$ cat src/verilog/pag_defines.vh
`ifndef PAG_DEFINES_VH
`define PAG_DEFINES_VH

// Port width and pin positions
`define PAG_WIDTH        5
`define PAG_PIN0         0
`define PAG_PIN1         1
`define PAG_PIN3         2
`define PAG_PIN4         3
`define PAG_PIN5         4

// Reset values
`define PAG_DIR_RST      2'h3
`define PAG_LATCH_RST    2'h0
`define PAG_CHGEN_RST    5'h00
`define PAG_PULLUP_RST   5'h00
`define PAG_ANALOG_RST   1'h1
`define PAG_SNAP_RST     5'h00

// Synchroniser depth
`define PAG_SYNC_STAGES  2

`endif

$ cat src/verilog/pag_port_a.v
// Functional notes
// - Five pins; 5,4 bidirectional, others input
// - Direction 1 input, 0 drives latch
// - Port read gives pins, write sets latch
// - Latch register readable and writable
// - Per-pin change enable bits
// - Global enable gates change interrupt
// - Output pins excluded from change compare
// - Mismatches against snapshot ORed into flag
// - Change interrupt wakes from sleep, idle
// - Port access recaptures snapshot, except move
// - Mismatch keeps setting flag
// - Snapshot survives master-clear and brown-out
// - Change at read instant still sets flag
// - USB disables change on pins 0,1
// - Pins 1,0 need both enables, no USB
// - Pull-up needs enable and no global disable
// - Pull-up off on output pins
// - Pull-ups disabled after power-on reset
// - Analog select on pin 4, set at reset
// - Pins 0,1 inputs only; USB owns direction
// - Pin 3 input when master clear off
// - Oscillator pins 4,5 read zero
`timescale 1ns/1ps
`include "pag_defines.vh"

module pag_port_a #(
  parameter WIDTH = `PAG_WIDTH
) (
  // Clock and resets
  input  wire             clk,
  input  wire             resetn,
  input  wire             softResetn,
  // Pins
  input  wire [WIDTH-1:0] pinIn,
  output wire [WIDTH-1:0] pinOut,
  output wire [WIDTH-1:0] pinOe,
  output wire [WIDTH-1:0] pullupOn,
  // Port pins register access
  input  wire             portRead,
  input  wire             portWrite,
  input  wire             fileToFileMove,
  input  wire [WIDTH-1:0] portWdata,
  output wire [WIDTH-1:0] portRdata,
  // Output latch register access
  input  wire             latchWrite,
  input  wire [WIDTH-1:0] latchWdata,
  output wire [WIDTH-1:0] latchRdata,
  // Direction register access
  input  wire             dirWrite,
  input  wire [WIDTH-1:0] dirWdata,
  output wire [WIDTH-1:0] dirRdata,
  // Change enable register access
  input  wire             chgEnWrite,
  input  wire [WIDTH-1:0] chgEnWdata,
  output wire [WIDTH-1:0] chgEnRdata,
  // Pull-up enable register access
  input  wire             pullupWrite,
  input  wire [WIDTH-1:0] pullupWdata,
  output wire [WIDTH-1:0] pullupRdata,
  // Analog select
  input  wire             analogWrite,
  input  wire             analogWdata,
  output wire             analogSelectPin4,
  // Interrupt control and global pull-up disable
  input  wire             changeIntEnable,
  input  wire             pullupDisableAll,
  input  wire             flagClear,
  output wire             changeIntFlag,
  output wire             changeWake,
  // Configuration
  input  wire             usbFunctionOn,
  input  wire             masterClearSelect,
  input  wire             oscOnPins45
);

  ////////////////////////////////////////////////////////////////////////////
  // State
  reg  [1:0]       dir_reg;
  reg  [1:0]       latch_reg;
  reg  [WIDTH-1:0] chgEn_reg;
  reg  [WIDTH-1:0] pullup_reg;
  reg              analog_reg;
  reg  [WIDTH-1:0] snap_reg;
  reg              flag_reg;
  wire [WIDTH-1:0] pinSync;
  wire             portAccess;
  wire             mismatch;
  wire [WIDTH-1:0] digMask;
  wire [WIDTH-1:0] inputMask;
  wire [WIDTH-1:0] pinLevel;
  wire [WIDTH-1:0] dirFull;
  wire             usbPinsOk;

  ////////////////////////////////////////////////////////////////////////////
  // Synchroniser
  pag_sync #(
    .WIDTH  (WIDTH),
    .STAGES (`PAG_SYNC_STAGES)
  ) u_sync (
    .clk     (clk),
    .resetn  (resetn),
    .asyncIn (pinIn),
    .syncOut (pinSync)
  );

  ////////////////////////////////////////////////////////////////////////////
  // Pin qualification
  assign usbPinsOk = chgEn_reg[`PAG_PIN1] & chgEn_reg[`PAG_PIN0] & ~usbFunctionOn;

  // Digital availability per pin
  assign digMask[`PAG_PIN0] = usbPinsOk;
  assign digMask[`PAG_PIN1] = usbPinsOk;
  assign digMask[`PAG_PIN3] = ~masterClearSelect;
  assign digMask[`PAG_PIN4] = ~oscOnPins45 & ~analog_reg;
  assign digMask[`PAG_PIN5] = ~oscOnPins45;

  // Direction of every pin, 1 is input
  assign dirFull = {dir_reg, 3'h7};

  assign pinLevel = pinSync & digMask;
  assign inputMask = dirFull;

  ////////////////////////////////////////////////////////////////////////////
  // Pin drivers
  assign pinOe = oscOnPins45 ? {WIDTH{1'b0}} : {~dir_reg, 3'h0};
  assign pinOut = {latch_reg & ~dir_reg & {2{~oscOnPins45}}, 3'h0};

  // Pull-ups
  assign pullupOn = pullup_reg & dirFull & {WIDTH{~pullupDisableAll}};

  ////////////////////////////////////////////////////////////////////////////
  // Register reads
  assign portRdata   = pinLevel;
  assign latchRdata  = oscOnPins45 ? {WIDTH{1'b0}} : {latch_reg, 3'h0};
  assign dirRdata    = oscOnPins45 ? {WIDTH{1'b0}} : {dir_reg, 3'h0};
  assign chgEnRdata  = chgEn_reg;
  assign pullupRdata = pullup_reg;
  assign analogSelectPin4 = analog_reg;

  ////////////////////////////////////////////////////////////////////////////
  // Configuration registers, power-on reset only
  always @(posedge clk or negedge resetn)
  begin
    if (!resetn)
    begin
      dir_reg    <= `PAG_DIR_RST;
      latch_reg  <= `PAG_LATCH_RST;
      chgEn_reg  <= `PAG_CHGEN_RST;
      pullup_reg <= `PAG_PULLUP_RST;
      analog_reg <= `PAG_ANALOG_RST;
    end
    else
    begin
      if (dirWrite)
        dir_reg <= dirWdata[WIDTH-1:3];
      if (latchWrite)
        latch_reg <= latchWdata[WIDTH-1:3];
      else if (portWrite)
        latch_reg <= portWdata[WIDTH-1:3];
      if (chgEnWrite)
        chgEn_reg <= chgEnWdata;
      if (pullupWrite)
        pullup_reg <= pullupWdata;
      if (analogWrite)
        analog_reg <= analogWdata;
    end
  end

  ////////////////////////////////////////////////////////////////////////////
  // Change detection
  assign portAccess = (portRead | portWrite) & ~fileToFileMove;

  // Enabled inputs; USB pins masked when USB runs
  wire [WIDTH-1:0] cmpMask = chgEn_reg & inputMask &
                             {2'h3, 1'b1, {2{~usbFunctionOn}}};

  assign mismatch = |((pinLevel ^ snap_reg) & cmpMask);

  // Snapshot cleared only on power-on reset
  always @(posedge clk or negedge resetn)
  begin
    if (!resetn)
      snap_reg <= `PAG_SNAP_RST;
    else if (portAccess)
      snap_reg <= pinLevel;
  end

  // Flag cleared by any reset, set wins over clear
  always @(posedge clk or negedge resetn)
  begin
    if (!resetn)
      flag_reg <= 1'b0;
    else if (!softResetn)
      flag_reg <= 1'b0;
    else if (mismatch)
      flag_reg <= 1'b1;
    else if (flagClear)
      flag_reg <= 1'b0;
  end

  assign changeIntFlag = flag_reg;
  assign changeWake = flag_reg & changeIntEnable;

endmodule

$ cat src/verilog/pag_sync.v
`timescale 1ns/1ps
`include "pag_defines.vh"

module pag_sync #(
  parameter WIDTH  = `PAG_WIDTH,
  parameter STAGES = `PAG_SYNC_STAGES
) (
  // Clock and reset
  input  wire             clk,
  input  wire             resetn,
  // Data
  input  wire [WIDTH-1:0] asyncIn,
  output wire [WIDTH-1:0] syncOut
);

  reg [WIDTH*STAGES-1:0] chain_reg;

  // Shift chain, only last stage read outside
  always @(posedge clk or negedge resetn)
  begin
    if (!resetn)
      chain_reg <= {(WIDTH*STAGES){1'b0}};
    else
      chain_reg <= {chain_reg[WIDTH*(STAGES-1)-1:0], asyncIn};
  end

  assign syncOut = chain_reg[WIDTH*STAGES-1:WIDTH*(STAGES-1)];

endmodule
$ cat config.mk
export PLATFORM = sky130hd
export DESIGN_NAME = pag_port_a
export DESIGN_NICKNAME = d
export VERILOG_FILES = /design/src/verilog/pag_port_a.v /design/src/verilog/pag_sync.v
export VERILOG_INCLUDE_DIRS = /design/src /design/src/verilog
export SDC_FILE = /design/constraint.sdc
export NUM_CORES = 1
export LEC_CHECK = 0
export ABC_AREA = 1
export BUFFER_PORTS_ARGS = -buffer_cell sky130_fd_sc_hd__buf_2
export CORE_MARGIN = 8
export CORE_UTILIZATION = 45
export DETAILED_ROUTE_END_ITERATION = 6
export MAX_ROUTING_LAYER = met4
export PLACE_DENSITY = 0.87
export RECOVER_POWER = 100
export SLEW_MARGIN = 20
export SYNTH_ARGS = -nofsm -noshare
export SYNTH_HDL_FRONTEND = slang
export SYNTH_SLANG_ARGS = --single-unit
$ cat constraint.sdc
create_clock -name clk -period 3.06 [get_ports clk]
set_clock_uncertainty 0.2 [all_clocks]
set_input_delay 0.153 -clock clk [delete_from_list [all_inputs] [get_ports clk]]
set_output_delay 0.153 -clock clk [all_outputs]
set_load 0.005 [all_outputs]
# Word level (Yosys, flattened, before mapping)

Cells that the tools add are included.

Multiplexer cells: 8
$mul: 0
Divide/modulo/power cells: 0
Bitwise logic cells: 22
Order comparisons: 0
Equality and inequality tests: 1
$add $sub $neg: 0
Reduce and logical (&&, ||, !) cells: 2
Shift operators: 0

Operators by type and width:

| kind               | count |
|---|---|
| $and 5x5->5        | 6 |
| $mux 5             | 3 |
| $not 1->1          | 6 |
| $and 1x1->1        | 5 |
| $reduce_or 5->1    | 1 |
| $xor 5x5->5        | 1 |
| $and 2x2->2        | 2 |
| $mux 2             | 2 |
| $mux 1             | 3 |
| $ne 3x1->1 const B | 1 |
| $not 2->2          | 1 |
| $reduce_bool 2->1  | 1 |
| $or 1x1->1         | 1 |

Input bits: 48
Output and inout port bits: 43
Flip-flop bits (word level): 31
RAM bits: 0
Word-level logic and storage cells: 41
Latch bits: 0
Memories: 0
Memory bits (read-only): 0

# Longest topological paths before layout

Gate-level depths: netlist (run 1).

Depth after elaboration: 8
Mapped depth: 10
Depth with buffers taken out: 9

# Cells and area by module

From an unflattened synthesis (run 1), not the netlist that was laid out.

Cell total of the unflattened synthesis: 174
Area, all modules: 1,501.4 sq um

Modules (own cells, without submodules):

| module     | area an instance (sq um) | sequential area each (sq um) | cells an instance | times used |
|---|---|---|---|---|
| pag_port_a | 1,213.7                  | 529.3                        | 159               | 1 |
| pag_sync   | 287.8                    | 250.2                        | 15                | 1 |

# Worst setup path before layout (run 1)

OpenSTA, ideal clock, no wires.

Kind: reg-to-reg
Start point: register analog_reg, in the netlist analogSelectPin4
End point: register flag_reg, in the netlist changeIntFlag
Data arrival time: 0.916 ns
Stages on the path, launching flop included: 8
Setup time: 0.115 ns
Data required time: 2.745 ns
Period minus slack after synthesis: 1.231 ns
Buffers on the path: 0
Setup slack: 1.829 ns
Cells stage by stage: dfstp_2 -> inv_1 -> nand3_2 -> nand2_1 -> nand3b_1 -> nand2_1 -> nor2_1 -> nor2_1

Word-level cells in the longest chain between the ends: 8
Elaborated cells between the ends (all ways): 9
Those cells by class: eq/ne (1); mux (2); bitwise (5); reduce/logical (1)

Ends and longest elaborated chain:

| item                   | RTL line         | text |
|---|---|---|
| start, declared        | pag_port_a.v:83  | `reg analog_reg;` |
| start signal, assigned | pag_port_a.v:151 | `` analog_reg <= `PAG_ANALOG_RST; `` |
| start signal, assigned | pag_port_a.v:166 | `analog_reg <= analogWdata;` |
| $not 1->1 (*)          | pag_port_a.v:115 | `` assign digMask[`PAG_PIN4] = ~oscOnPins45 & ~analog_reg; `` |
| $and 1x1->1 (*)        | pag_port_a.v:115 |  |
| $and 5x5->5 (*)        | pag_port_a.v:121 | `assign pinLevel = pinSync & digMask;` |
| $xor 5x5->5 (*)        | pag_port_a.v:178 | `assign mismatch = \|((pinLevel ^ snap_reg) & cmpMask);` |
| $and 5x5->5 (*)        | pag_port_a.v:178 |  |
| $reduce_or 5->1 (*)    | pag_port_a.v:178 |  |
| $mux 1                 | pag_port_a.v:196 | `else if (mismatch)` |
| $mux 1                 | pag_port_a.v:194 | `else if (!softResetn)` |
| end signal, assigned   | pag_port_a.v:193 | `flag_reg <= 1'b0;` |
| end signal, assigned   | pag_port_a.v:195 | `flag_reg <= 1'b0;` |
| end signal, assigned   | pag_port_a.v:197 | `flag_reg <= 1'b1;` |
| end, declared          | pag_port_a.v:85  | `reg flag_reg;` |

Every way passes the cells marked *; elsewhere a longest branch is shown, timed or not.
A chain may end at the register's enable or synchronous reset.

==> results.tsv, run 1 <==
stage	metric	value	unit
worst_setup_path	path_cells	dlygate4sd3_1 -> buf_2 -> nand2_1 -> dlygate4sd3_1 -> o21ai_0 -> dlygate4sd3_1	
detailed_routing	route.detailed.drc	0	
sta	tns	0	ns
worst_setup_path	startpoint_type	primary input	
detailed_routing	avgViaCountPerCell	4.54	
floorplan	start_util	47.4	%
layout	fill_cells	236	
grt	grt_first_pass_wirelength	7780	um
floorplan	die_y	72.9	um
pwr	pwr_density_cell	400	nW/um2
clock_tree	insertion_delay	0.34	ns
pwr	power_frac_seq	51.1	%
worst_setup_path	worst-path-max-fanout	1	
worst_setup_path	path_buf_inv	4	
floorplan	boundaryPins	91	
sta	slew_viol_final	32	
clock_tree	cts_sinks	31	
outcome	status	complete, but fails checks	
logic_synthesis	ys_seq_elements	31	
detailed_routing	dr_total_vias	1512	
layout	largest_register_ffs	10	
logic_synthesis	yosysWarnings	0	
pwr	switching_share	30.2	%
pwr	vdd_ir_drop_max	0.320	mV
logic_synthesis	seq_area_frac_synth	53.5	%
outcome	failed_checks	capacitance limit, slew limit	
layout	fin_nets	336	
sta	period_needed	2.12	ns
clock_tree	cts_buffers	5	
floorplan	dieArea	5320	um2
placement	io_buffers	69	
layout	register_area	779	um2
worst_setup_path	arrival	2.14	ns
pwr	intPower	636	uW
sta	slew_headroom	-6.26	%
logic_synthesis	yosysUniqueCellTypes	22	
logic_synthesis	synthesis.area_per_instance	8.63	um2
clock_tree	cts.reportedPaths.clkPinSlew	0.10	ns
detailed_routing	wl_per_cell	14.5	um
run	drv_cap	1	
clock_tree	cts_tree	yes	
pwr	p_sw	275	uW
layout	drive_gt1_share	21.8	%
floorplan	core-area	3080	um2
worst_setup_path	cpMostUsedCell	dlygate4sd3_1	
layout	antenna_cells	0	
layout	multiInputGateArea	485	um2
sta	finalHoldViolCount	0	
pwr	cellLeakagePower	0.00118	uW
placement	globalplace.congestion	0.755	
pwr	p_clk_share	26.5	%
floorplan	fp.dieW	72.9	um
floorplan	rows	20	
grt	grt_max_degree	32	
sta	fin_crit_sh	69.2	%
sta	rsz0062_at_grt	no	
clock_tree	ctsResizeCount	0	
sta	timing.hold.ws	0.0146	ns
sta	setup-violations-final	0	
grt	antenna_found_initial	0	
grt	grt_pass1_vias	1650	
worst_setup_path	end_kind	register	
hold_path	worstHoldPathType	primary input to register	
sta	clock.fmax	472	MHz
worst_setup_path	worstSetupPathType	primary input to register	
sta	tightest_slew	1.59	ns
logic_synthesis	syn_area	1460	um2
layout	syn2layout_area_growth	56.2	%
worst_setup_path	cp_top_family	buffers and inverters	
sta	setup_ws	0.941	ns
worst_setup_path	crit_path_max_incr_delay	0.57	ns
logic_synthesis	synth_cells	169	
pwr	pwr-share-comb	22.4	%
detailed_routing	drt-initial-drc-count	99	
worst_setup_path	worst_ep_required_time	3.08	ns
clock_tree	h-tree-depth	2	
placement	place_worst_setup_slack	1.77	ns
detailed_routing	drt_first_pass_iters	4	
clock_tree	hold_buffers	47	
clock_tree	clockBufferDepth	2	
grt	grt_use_total	19.9	%
detailed_routing	drtAntennaViolNets	0	
clock_tree	cts_setup_buffers	0	
clock_tree	root_buffer	clkbuf_4	
worst_setup_path	cp_slowest_cell	dlygate4sd3_1	
grt	gr-total-overflow	0	
layout	instances_no_fill	333	
placement	dp.cells	278	
placement	post-dp-hpwl	2810	um
detailed_routing	drt-total-wl	4820	um
-- placed cells by master (no fill, tap or decap) --
| cell | n |
|---|---|
| dlygate4sd3_1 | 47 |
| buf_2 | 40 |
| nand2_1 | 35 |
| inv_1 | 28 |
| dfrtp_1 | 28 |
| clkbuf_1 | 27 |
| nor2_1 | 17 |
| o21ai_0 | 15 |
| conb_1 | 12 |
| nand3_1 | 9 |
| clkbuf_4 | 5 |
| nor3_1 | 4 |
| nand2_2 | 3 |
| mux2_2 | 3 |
| clkinvlp_4 | 2 |
| dfstp_1 | 2 |
| clkbuf_2 | 2 |
| inv_6 | 1 |
| inv_2 | 1 |
| nand4_1 | 1 |
| nand2_4 | 1 |
| o21bai_2 | 1 |
| nand3_2 | 1 |
| nor2_2 | 1 |
| nand3b_1 | 1 |
| dfstp_2 | 1 |
| clkinv_2 | 1 |
-- synthesized netlist by cell type --
cell type / n / share of area (%)
inv_2: 1 / 0.26
dfrtp_1: 28 / 48
inv_6: 1 / 0.60
o21ai_0: 15 / 5.2
conb_1: 1 / 0.26
dfstp_2: 3 / 5.4
clkbuf_1: 2 / 0.52
nand2_2: 3 / 1.3
buf_6: 1 / 0.77
nand2_4: 1 / 0.77
nor3_1: 4 / 1.4
buf_4: 12 / 6.2
nand3_2: 2 / 1.4
nand3_1: 8 / 2.7
o21bai_2: 1 / 0.77
nand4_1: 1 / 0.43
nand3b_1: 1 / 0.52
mux2_2: 3 / 2.3
nor2_1: 16 / 4.1
nand2_1: 35 / 9.0
nor2_2: 2 / 0.86
inv_1: 28 / 7.2
-- power groups by stage --
| stage | Clock (uW) | Combinational (uW) | Sequential [uW] |
|---|---|---|---|
| after floorplan | 0 | 79.5 | 470 |
| after global placement | 0 | 139 | 471 |
| after detailed placement | 0 | 144 | 472 |
| after CTS | 238 | 201 | 464 |
| after global routing | 266 | 227 | 469 |
| final | 242 | 204 | 465 |
-- stage by stage --
| step | area [um2] | power [uW] | util, % |
|---|---|---|---|
| final | 2280 | 911 | 74.0 |
| after global routing | 2280 | 962 | 74.0 |
| after CTS | 2320 | 903 | 75.3 |
| after detailed placement | 1790 | 616 | 58.2 |
| after global placement | 1790 | 610 | 58.2 |
| after floorplan | 1500 | 549 | - |
-- kinds of logic after synthesis --
logic type             count (synthesis)  synth area share (%)
AND/OR/NAND/NOR                       73                  22.5
buffers and inverters                 45                  15.5
flip-flops                            31                  53.5
AO/OA/AOI/OAI                         16                  5.92
multiplexers                           3                  2.32
other                                  1                 0.257
-- tightest hold or removal path, delay by kind of cell --
family          cells  cell delay, ns
buf+inv             1            0.07
compound gates      2            0.29
-- area by class of cell --
type / instances / share of cell area [%]
timing repair buffer: 116 / 34.3
sequential: 31 / 34.2
multi-input combinational: 104 / 21.3
inverter: 30 / 5.16
tap: 44 / 2.42
clock buffer: 5 / 1.65
clock inverter: 3 / 0.879
-- path summary, 6_finish.rpt --
check / startpoint / end / slack (ns) / depth (start not counted)
max in group asynchronous: resetn / u_sync.chain_reg[6] / 1.19 / 2
worst max-delay path: pullupWdata[1] / pullupRdata[1] / 0.94 / 6
worst min-delay path: fileToFileMove / snap_reg[3] / 0.01 / 3
min in group asynchronous: resetn / u_sync.chain_reg[4] / 0.54 / 2
worst min register to register: u_sync.chain_reg[2] / u_sync.chain_reg[7] / 0.16 / 0
worst max register to register: dir_reg[1] / dir_reg[1] / 1.42 / 3
-- layer usage --
layer  up-vias  GRT usage, %  part of all wire [%]
met1       723          18.9                    36
met5         -             -                     0
li1        730             -                     -
met2        49          36.6                    56
met4         0          6.00                   2.1
met3        10          6.87                   6.7
No activity file was read; power rests on OpenSTA's default activity.
==> inputs of run 2 (changes only) <==
- CORE_UTILIZATION: 45 -> 38
- PLACE_DENSITY: 0.87 -> 0.78
- clock period: 3.06 -> 1.76 ns (I/O delays scaled with it)
==> run 2 against run 1 <==
The flow now finishes without violations. Sequential power up 74%. Non-clock buffer count down 1. Combinational power up 61%. Critical path depth down 2. Largest cell class is now registers. Highest routed layer unchanged.
==> results.tsv, run 2 (synthesis results as in run 1) <==
stage	metric	value	unit	change
floorplan	die_y	77.9	um	+6.9%
floorplan	boundaryPins	91		unchanged
grt	gr-total-overflow	0		unchanged
worst_setup_path	cp-startpoint	chgEnWrite		
pwr	power	1650	uW	+81%
worst_setup_path	startpoint_type	primary input		
clock_tree	cts_sinks	31		unchanged
worst_setup_path	cpMostUsedCell	dlygate4sd3_1		
worst_setup_path	r2r-end	dir_reg[0]		
floorplan	core-area	3690	um2	+20%
outcome	status	finished clean		
layout	antenna_cells	0		unchanged
detailed_routing	route.detailed.drc	0		unchanged
run	drv_cap	0		-1
clock_tree	clockBufferDepth	2		unchanged
detailed_routing	drt-total-wl	4270	um	-11%
hold_path	min_from	fileToFileMove		
clock_tree	cts_tree	yes		
sta	setup-violations-final	0		unchanged
grt	grt_max_degree	32		unchanged
layout	fin_nets	335		-0.30%
pwr	pwr_density_cell	719	nW/um2	+80%
clock_tree	root_buffer	clkbuf_8		
placement	io_buffers	69		unchanged
layout	final_common_cell	dlygate4sd3_1		
worst_setup_path	r2r_start	dir_reg[0]		
worst_setup_path	worstSetupPathType	primary input to register		
floorplan	dieArea	6070	um2	+14%
layout	layout_common_cells	dlygate4sd3_1, buf_2, nand2_1		
grt	grt_use_total	14.9	%	-5.0 points
detailed_routing	wl_per_cell	12.7	um	-12%
sta	clock.fmax	582	MHz	
worst_setup_path	cp-endpoint	chgEnRdata[4]		
clock_tree	cts_setup_buffers	0		unchanged
worst_setup_path	worst-path-max-fanout	7		+6
sta	tightest_slew	0.735	ns	-0.859 ns
grt	grt_pass1_vias	1593		-3.5%
placement	globalplace.congestion	0.717		-4.9%
floorplan	start_util	39.5	%	-7.8 points
sta	period_needed	1.72	ns	
detailed_routing	drtAntennaViolNets	0		unchanged
sta	finalHoldViolCount	0		unchanged
pwr	vdd_ir_drop_max	0.535	mV	+67%
clock_tree	insertion_delay	0.27	ns	-0.07 ns
worst_setup_path	worst_ep_required_time	1.72	ns	-1.36 ns
worst_setup_path	path_cells	dlygate4sd3_1 -> buf_2 -> mux2_2 -> dlygate4sd3_1		
pwr	cellLeakagePower	0.00118	uW	+0.18%
sta	fin_crit_sh	97.7	%	
placement	post-dp-hpwl	2670	um	-4.9%
grt	grt_first_pass_wirelength	7070	um	-9.2%
worst_setup_path	arrival	1.68	ns	-0.46 ns
clock_tree	cts_buffers	5		unchanged
detailed_routing	drt-initial-drc-count	79		-20%
layout	syn2layout_area_growth	57.4	%	
worst_setup_path	end_kind	register		
detailed_routing	avgViaCountPerCell	4.32		-4.9%
floorplan	fp.dieW	77.9	um	+6.9%
worst_setup_path	crit_path_max_incr_delay	0.55	ns	-0.02 ns
clock_tree	cts.reportedPaths.clkPinSlew	0.06	ns	-0.04 ns
sta	slew_headroom	51.0	%	+57 points
sta	slew_viol_final	0		-100%
clock_tree	h-tree-depth	2		unchanged
hold_path	worstHoldPathType	primary input to register		
sta	tns	0	ns	unchanged
worst_setup_path	r2r_cells	3		unchanged
worst_setup_path	reg2reg_slack	0.18	ns	-1.24 ns
clock_tree	ctsResizeCount	0		unchanged
sta	rsz0062_at_grt	no		
layout	largest_register_ffs	10		unchanged
floorplan	rows	22		+10%
detailed_routing	dr_total_vias	1451		-4.0%
worst_setup_path	cp_slowest_cell	dlygate4sd3_1		
layout	utilization	62.2	%	-12 points
grt	antenna_found_initial	0		unchanged
detailed_routing	drt_first_pass_iters	4		unchanged
layout	drive_gt1_share	20.8	%	-0.97 points
-- run 2: cell count changes in the layout (fill, tap and decap cells not counted), sizes merged --
cell         change
clkbuf           +3
clkinvlp         -2
buf              -1
dlygate4sd3      -1
-- run 2: worst min-delay path by stage --
stage                           to  slack, ns  cells past startpoint
3_5_place_dp         chgEnRdata[2]      -0.04                      1
4_1_cts                snap_reg[1]       0.01                      4
6_report               snap_reg[2]       0.02                      3
5_1_grt                snap_reg[4]       0.07                      3
3_3_place_gp   u_sync.chain_reg[0]      -0.04                      1
2_1_floorplan        changeIntFlag      -0.41                      0
-- run 2: metal layers --
metal	vias to the layer above	global-route usage, %	routed length, um
li1	723	-	-
met1	666	15.6	1720
met2	57	26.2	2250
met3	5	4.15	280
met4	0	5.00	31
met5	-	-	0
-- run 2: area by class of cell --
cell class                      count  area [um2]
Clock buffer                        7        76.3
Tap cell                           48        60.1
Multi-Input combinational cell    104         485
Sequential cell                    31         779
Inverter                           30         118
Timing Repair Buffer              115         771
Fill cell                         301        1390
Clock inverter                      1        5.00
-- run 2: repair_timing --
action	CTS	global route
hold buffers	46	0
endpoints found under the setup margin	0	0
endpoints found under the hold margin	51	0
-- run 2: critical path, delay by kind of cell --
family	cells	cell delay, ns
buffers and inverters	3	1.24
muxes	1	0.35
-- run 2: where the power goes --
group | leakage (uW) | switching [uW] | internal [uW]
sequential | 0.000372 | 36.7 | 771
clock | 0.0000422 | 237 | 277
combinational | 0.000764 | 158 | 170
-- run 2: stage by stage --
| step | area [um2] | worst slack [ns] | hold slack (ns) | instances |
|---|---|---|---|---|
| after floorplan | 1500 | 0.529 | -0.408 | 180 |
| after global placement | 1800 | 0.492 | -0.0376 | 282 |
| after detailed placement | 1800 | 0.470 | -0.0402 | 282 |
| after CTS | 2340 | 0.0446 | 0.0128 | 336 |
| after global routing | 2290 | 0.00790 | 0.0653 | 336 |
| final | 2290 | 0.0408 | 0.0234 | 336 |
==> inputs of run 3 (changes only) <==
- ABC_AREA: 1 -> 0
- CORE_UTILIZATION: 38 -> 37
- MAX_ROUTING_LAYER: met4 -> unset
==> run 3 against run 2 <==
Die area is 1.7% lower. Maximum frequency increased by 5.7%. Worst hold slack improved by 0.00052 ns. First-iteration DRC count decreased by 47%. Synthesized area fell by 4.7%. Cell count fell by 19%. Via count fell by 18%.
==> results.tsv, run 3 <==
stage	metric	value	unit	change
sta	setup-violations-final	0		unchanged
pwr	power	1870	uW	+13%
pwr	pwr-share-comb	17.8	%	-2.1 points
grt	grt_use_total	13.9	%	-0.93 points
clock_tree	clockBufferDepth	2		unchanged
detailed_routing	dr_total_vias	1190		-18%
clock_tree	cts_tree	yes		
logic_synthesis	synth_top_area_cell	dfrtp_1		
detailed_routing	drt_first_pass_iters	4		unchanged
grt	grt_max_degree	32		unchanged
worst_setup_path	arrival	1.65	ns	-0.03 ns
pwr	intPower	1440	uW	+18%
sta	fin_crit_sh	92.4	%	-5.3 points
logic_synthesis	netlist_top_cells_area	dfrtp_1, mux2_2, buf_4		
clock_tree	h-tree-depth	2		unchanged
sta	rsz0062_at_grt	no		
sta	slew_headroom	49.8	%	-1.2 points
clock_tree	root_buffer	clkbuf_8		
pwr	vdd_ir_drop_max	0.600	mV	+12%
detailed_routing	avgViaCountPerCell	4.39		+1.7%
worst_setup_path	crit_path_max_incr_delay	0.63	ns	+0.08 ns
worst_setup_path	cp_slowest_cell	dfstp_1		
layout	fill_cells	329		+9.3%
floorplan	start_util	38.2	%	-1.3 points
sta	tightest_slew	0.753	ns	+0.0178 ns
worst_setup_path	path_buf_inv	1		-2
sta	period_needed	1.63	ns	-0.0930 ns
floorplan	die_y	77.3	um	-0.86%
placement	globalplace.congestion	0.734		+2.3%
layout	syn2layout_area_growth	59.8	%	
layout	multiInputGateArea	524	um2	+8.0%
floorplan	fp.dieW	77.3	um	-0.86%
sta	clock.fmax	615	MHz	+5.7%
hold_path	worstHoldPathType	primary input to register		
sta	setup_ws	0.134	ns	+0.0930 ns
layout	drive_gt1_share	35.1	%	+14 points
layout	design_area	2220	um2	-3.3%
worst_setup_path	worst-path-max-fanout	5		-2
clock_tree	cts_sinks	31		unchanged
logic_synthesis	synth_edf_count	0		unchanged
logic_synthesis	synthFlopType	dfrtp_1		
pwr	pwr_density_cell	843	nW/um2	+17%
clock_tree	cts_buffers	5		unchanged
layout	layout_common_cells	buf_2, dlygate4sd3_1, dfrtp_1		
run	drv_cap	0		unchanged
logic_synthesis	yosysUniqueCellTypes	26		+18%
outcome	status	finished clean		
placement	place_worst_setup_slack	0.457	ns	-0.0129 ns
pwr	switching_share	23.2	%	-3.0 points
sta	tns	0	ns	unchanged
layout	fin_nets	269		-20%
layout	largest_register_ffs	10		unchanged
logic_synthesis	syn_area	1390	um2	-4.7%
logic_synthesis	synth.top_cells.by_count	dfrtp_1, mux2_2, buf_4		
worst_setup_path	path_cells	mux2_2 -> dlygate4sd3_1		
sta	timing.hold.ws	0.0239	ns	+0.000519 ns
placement	postPlaceCellArea	1750	um2	-2.8%
worst_setup_path	startpoint_type	register		
worst_setup_path	end_kind	register		
grt	gr-total-overflow	0		unchanged
placement	io_buffers	69		unchanged
logic_synthesis	synthesis.area_per_instance	13.2	um2	+53%
clock_tree	ctsResizeCount	0		unchanged
sta	finalHoldViolCount	0		unchanged
floorplan	boundaryPins	91		unchanged
floorplan	rows	22		unchanged
layout	final_common_cell	buf_2		
grt	grt_pass1_vias	1427		-10%
logic_synthesis	seq_area_frac_synth	56.1	%	+2.6 points
detailed_routing	drtAntennaViolNets	0		unchanged
grt	grt_first_pass_wirelength	6580	um	-6.8%
detailed_routing	drt-total-wl	4000	um	-6.3%
sta	slew_viol_final	0		unchanged
detailed_routing	drt-initial-drc-count	42		-47%
clock_tree	cts.reportedPaths.clkPinSlew	0.06	ns	about the same
layout	register_area	779	um2	unchanged
logic_synthesis	synth_cells	105		-38%
worst_setup_path	worstSetupPathType	register to register		
grt	antenna_found_initial	1		+1
logic_synthesis	yosysWarnings	0		unchanged
worst_setup_path	worst_ep_required_time	1.78	ns	+0.06 ns
placement	post-dp-hpwl	2590	um	-3.1%
pwr	cellLeakagePower	0.00108	uW	-8.6%
logic_synthesis	ys_seq_elements	31		unchanged
worst_setup_path	cp_top_family	flip-flops		
detailed_routing	route.detailed.drc	0		unchanged
detailed_routing	wl_per_cell	14.8	um	+16%
floorplan	core-area	3630	um2	-1.5%
logic_synthesis	yosysMostFrequentCell	dfrtp_1		
pwr	power_frac_seq	43.8	%	-5.2 points
pwr	p_clk_share	38.4	%	+7.3 points
logic_synthesis	async_reset_ff_share	100	%	unchanged
floorplan	dieArea	5970	um2	-1.7%
logic_synthesis	synth_top_area_share	50.5	%	+2.4 points
clock_tree	insertion_delay	0.28	ns	about the same
pwr	p_sw	434	uW	+0.34%
[run 3: cell types whose count changed in the layout (fill, tap and decap cells not counted), moves of 7 or more]
cell | before | now
nand2_1 | 35 | 5
o21ai_0 | 15 | 2
buf_2 | 37 | 45
nand3_1 | 9 | 2
mux2_2 | 3 | 17
nor2_1 | 17 | 3
inv_1 | 28 | 2
[run 3: metal layers]
layer  wire length [um]  track usage, %  share of wire (%)  vias to the layer above
li1                   -               -                  -                      560
met1               1420            12.3                 35                      570
met2               2160            26.4                 54                       49
met3                313            6.06                7.8                       11
met4                112            6.23                2.8                        0
met5                  0               0                  0                        -
[run 3: stage by stage]
| stage | std cells | util, % |
|---|---|---|
| after floorplan | 116 | - |
| after global placement | 221 | 48.0 |
| after detailed placement | 221 | 48.0 |
| after CTS | 270 | 62.6 |
| after global routing | 271 | 61.1 |
| final | 271 | 61.1 |
[run 3: area by class of cell]
cell class                      instances  area share (%)
Sequential cell                        31            35.1
Timing Repair Buffer                  110            32.8
Multi-Input combinational cell         71            23.6
Clock buffer                            6            3.72
Tap cell                               48            2.71
Clock inverter                          2            1.58
Inverter                                2           0.338
Antenna cell                            1           0.113
[run 3: cell families after synthesis]
logic type / share of synthesized area (%)
AOI/OAI and AO/OA: 3.69
xor gates and xnor gates: 3.15
buffers and inverters: 7.03
DFF: 56.1
muxes: 16.0
other: 0.270
and+or+nand+nor: 13.7
[run 3: path summary, 6_finish.rpt]
kind / cells after the start / slack, ns / endpoint / startpoint
max: 2 / 0.13 / dir_reg[0] / dir_reg[0]
min: 3 / 0.02 / latch_reg[1] / portWrite
max reg2reg: 2 / 0.13 / dir_reg[0] / dir_reg[0]
min reg2reg: 0 / 0.14 / u_sync.chain_reg[5] / u_sync.chain_reg[0]
max in group asynchronous: 2 / 0.66 / latch_reg[0] / resetn
min in group asynchronous: 2 / 0.21 / chgEnRdata[2] / resetn
[run 3: tightest hold or removal path, cell delays in order]
cell,delay [ns]
buf_2,0.13
mux2i_1,0.13
o21ai_0,0.10
[run 3: power groups by stage]
| stage | clock [uW] | combinational (uW) | sequential (uW) |
|---|---|---|---|
| floorplan | 0 | 137 | 827 |
| global placement | 0 | 252 | 832 |
| detailed placement | 0 | 257 | 837 |
| CTS | 734 | 349 | 824 |
| global route | 769 | 369 | 831 |
| finish | 718 | 333 | 820 |
[run 3: timing repair]
action                    in CTS  in global routing
hold buffers                  41                  0
hold endpoints to repair      49                  0
setup buffers                  0                  0
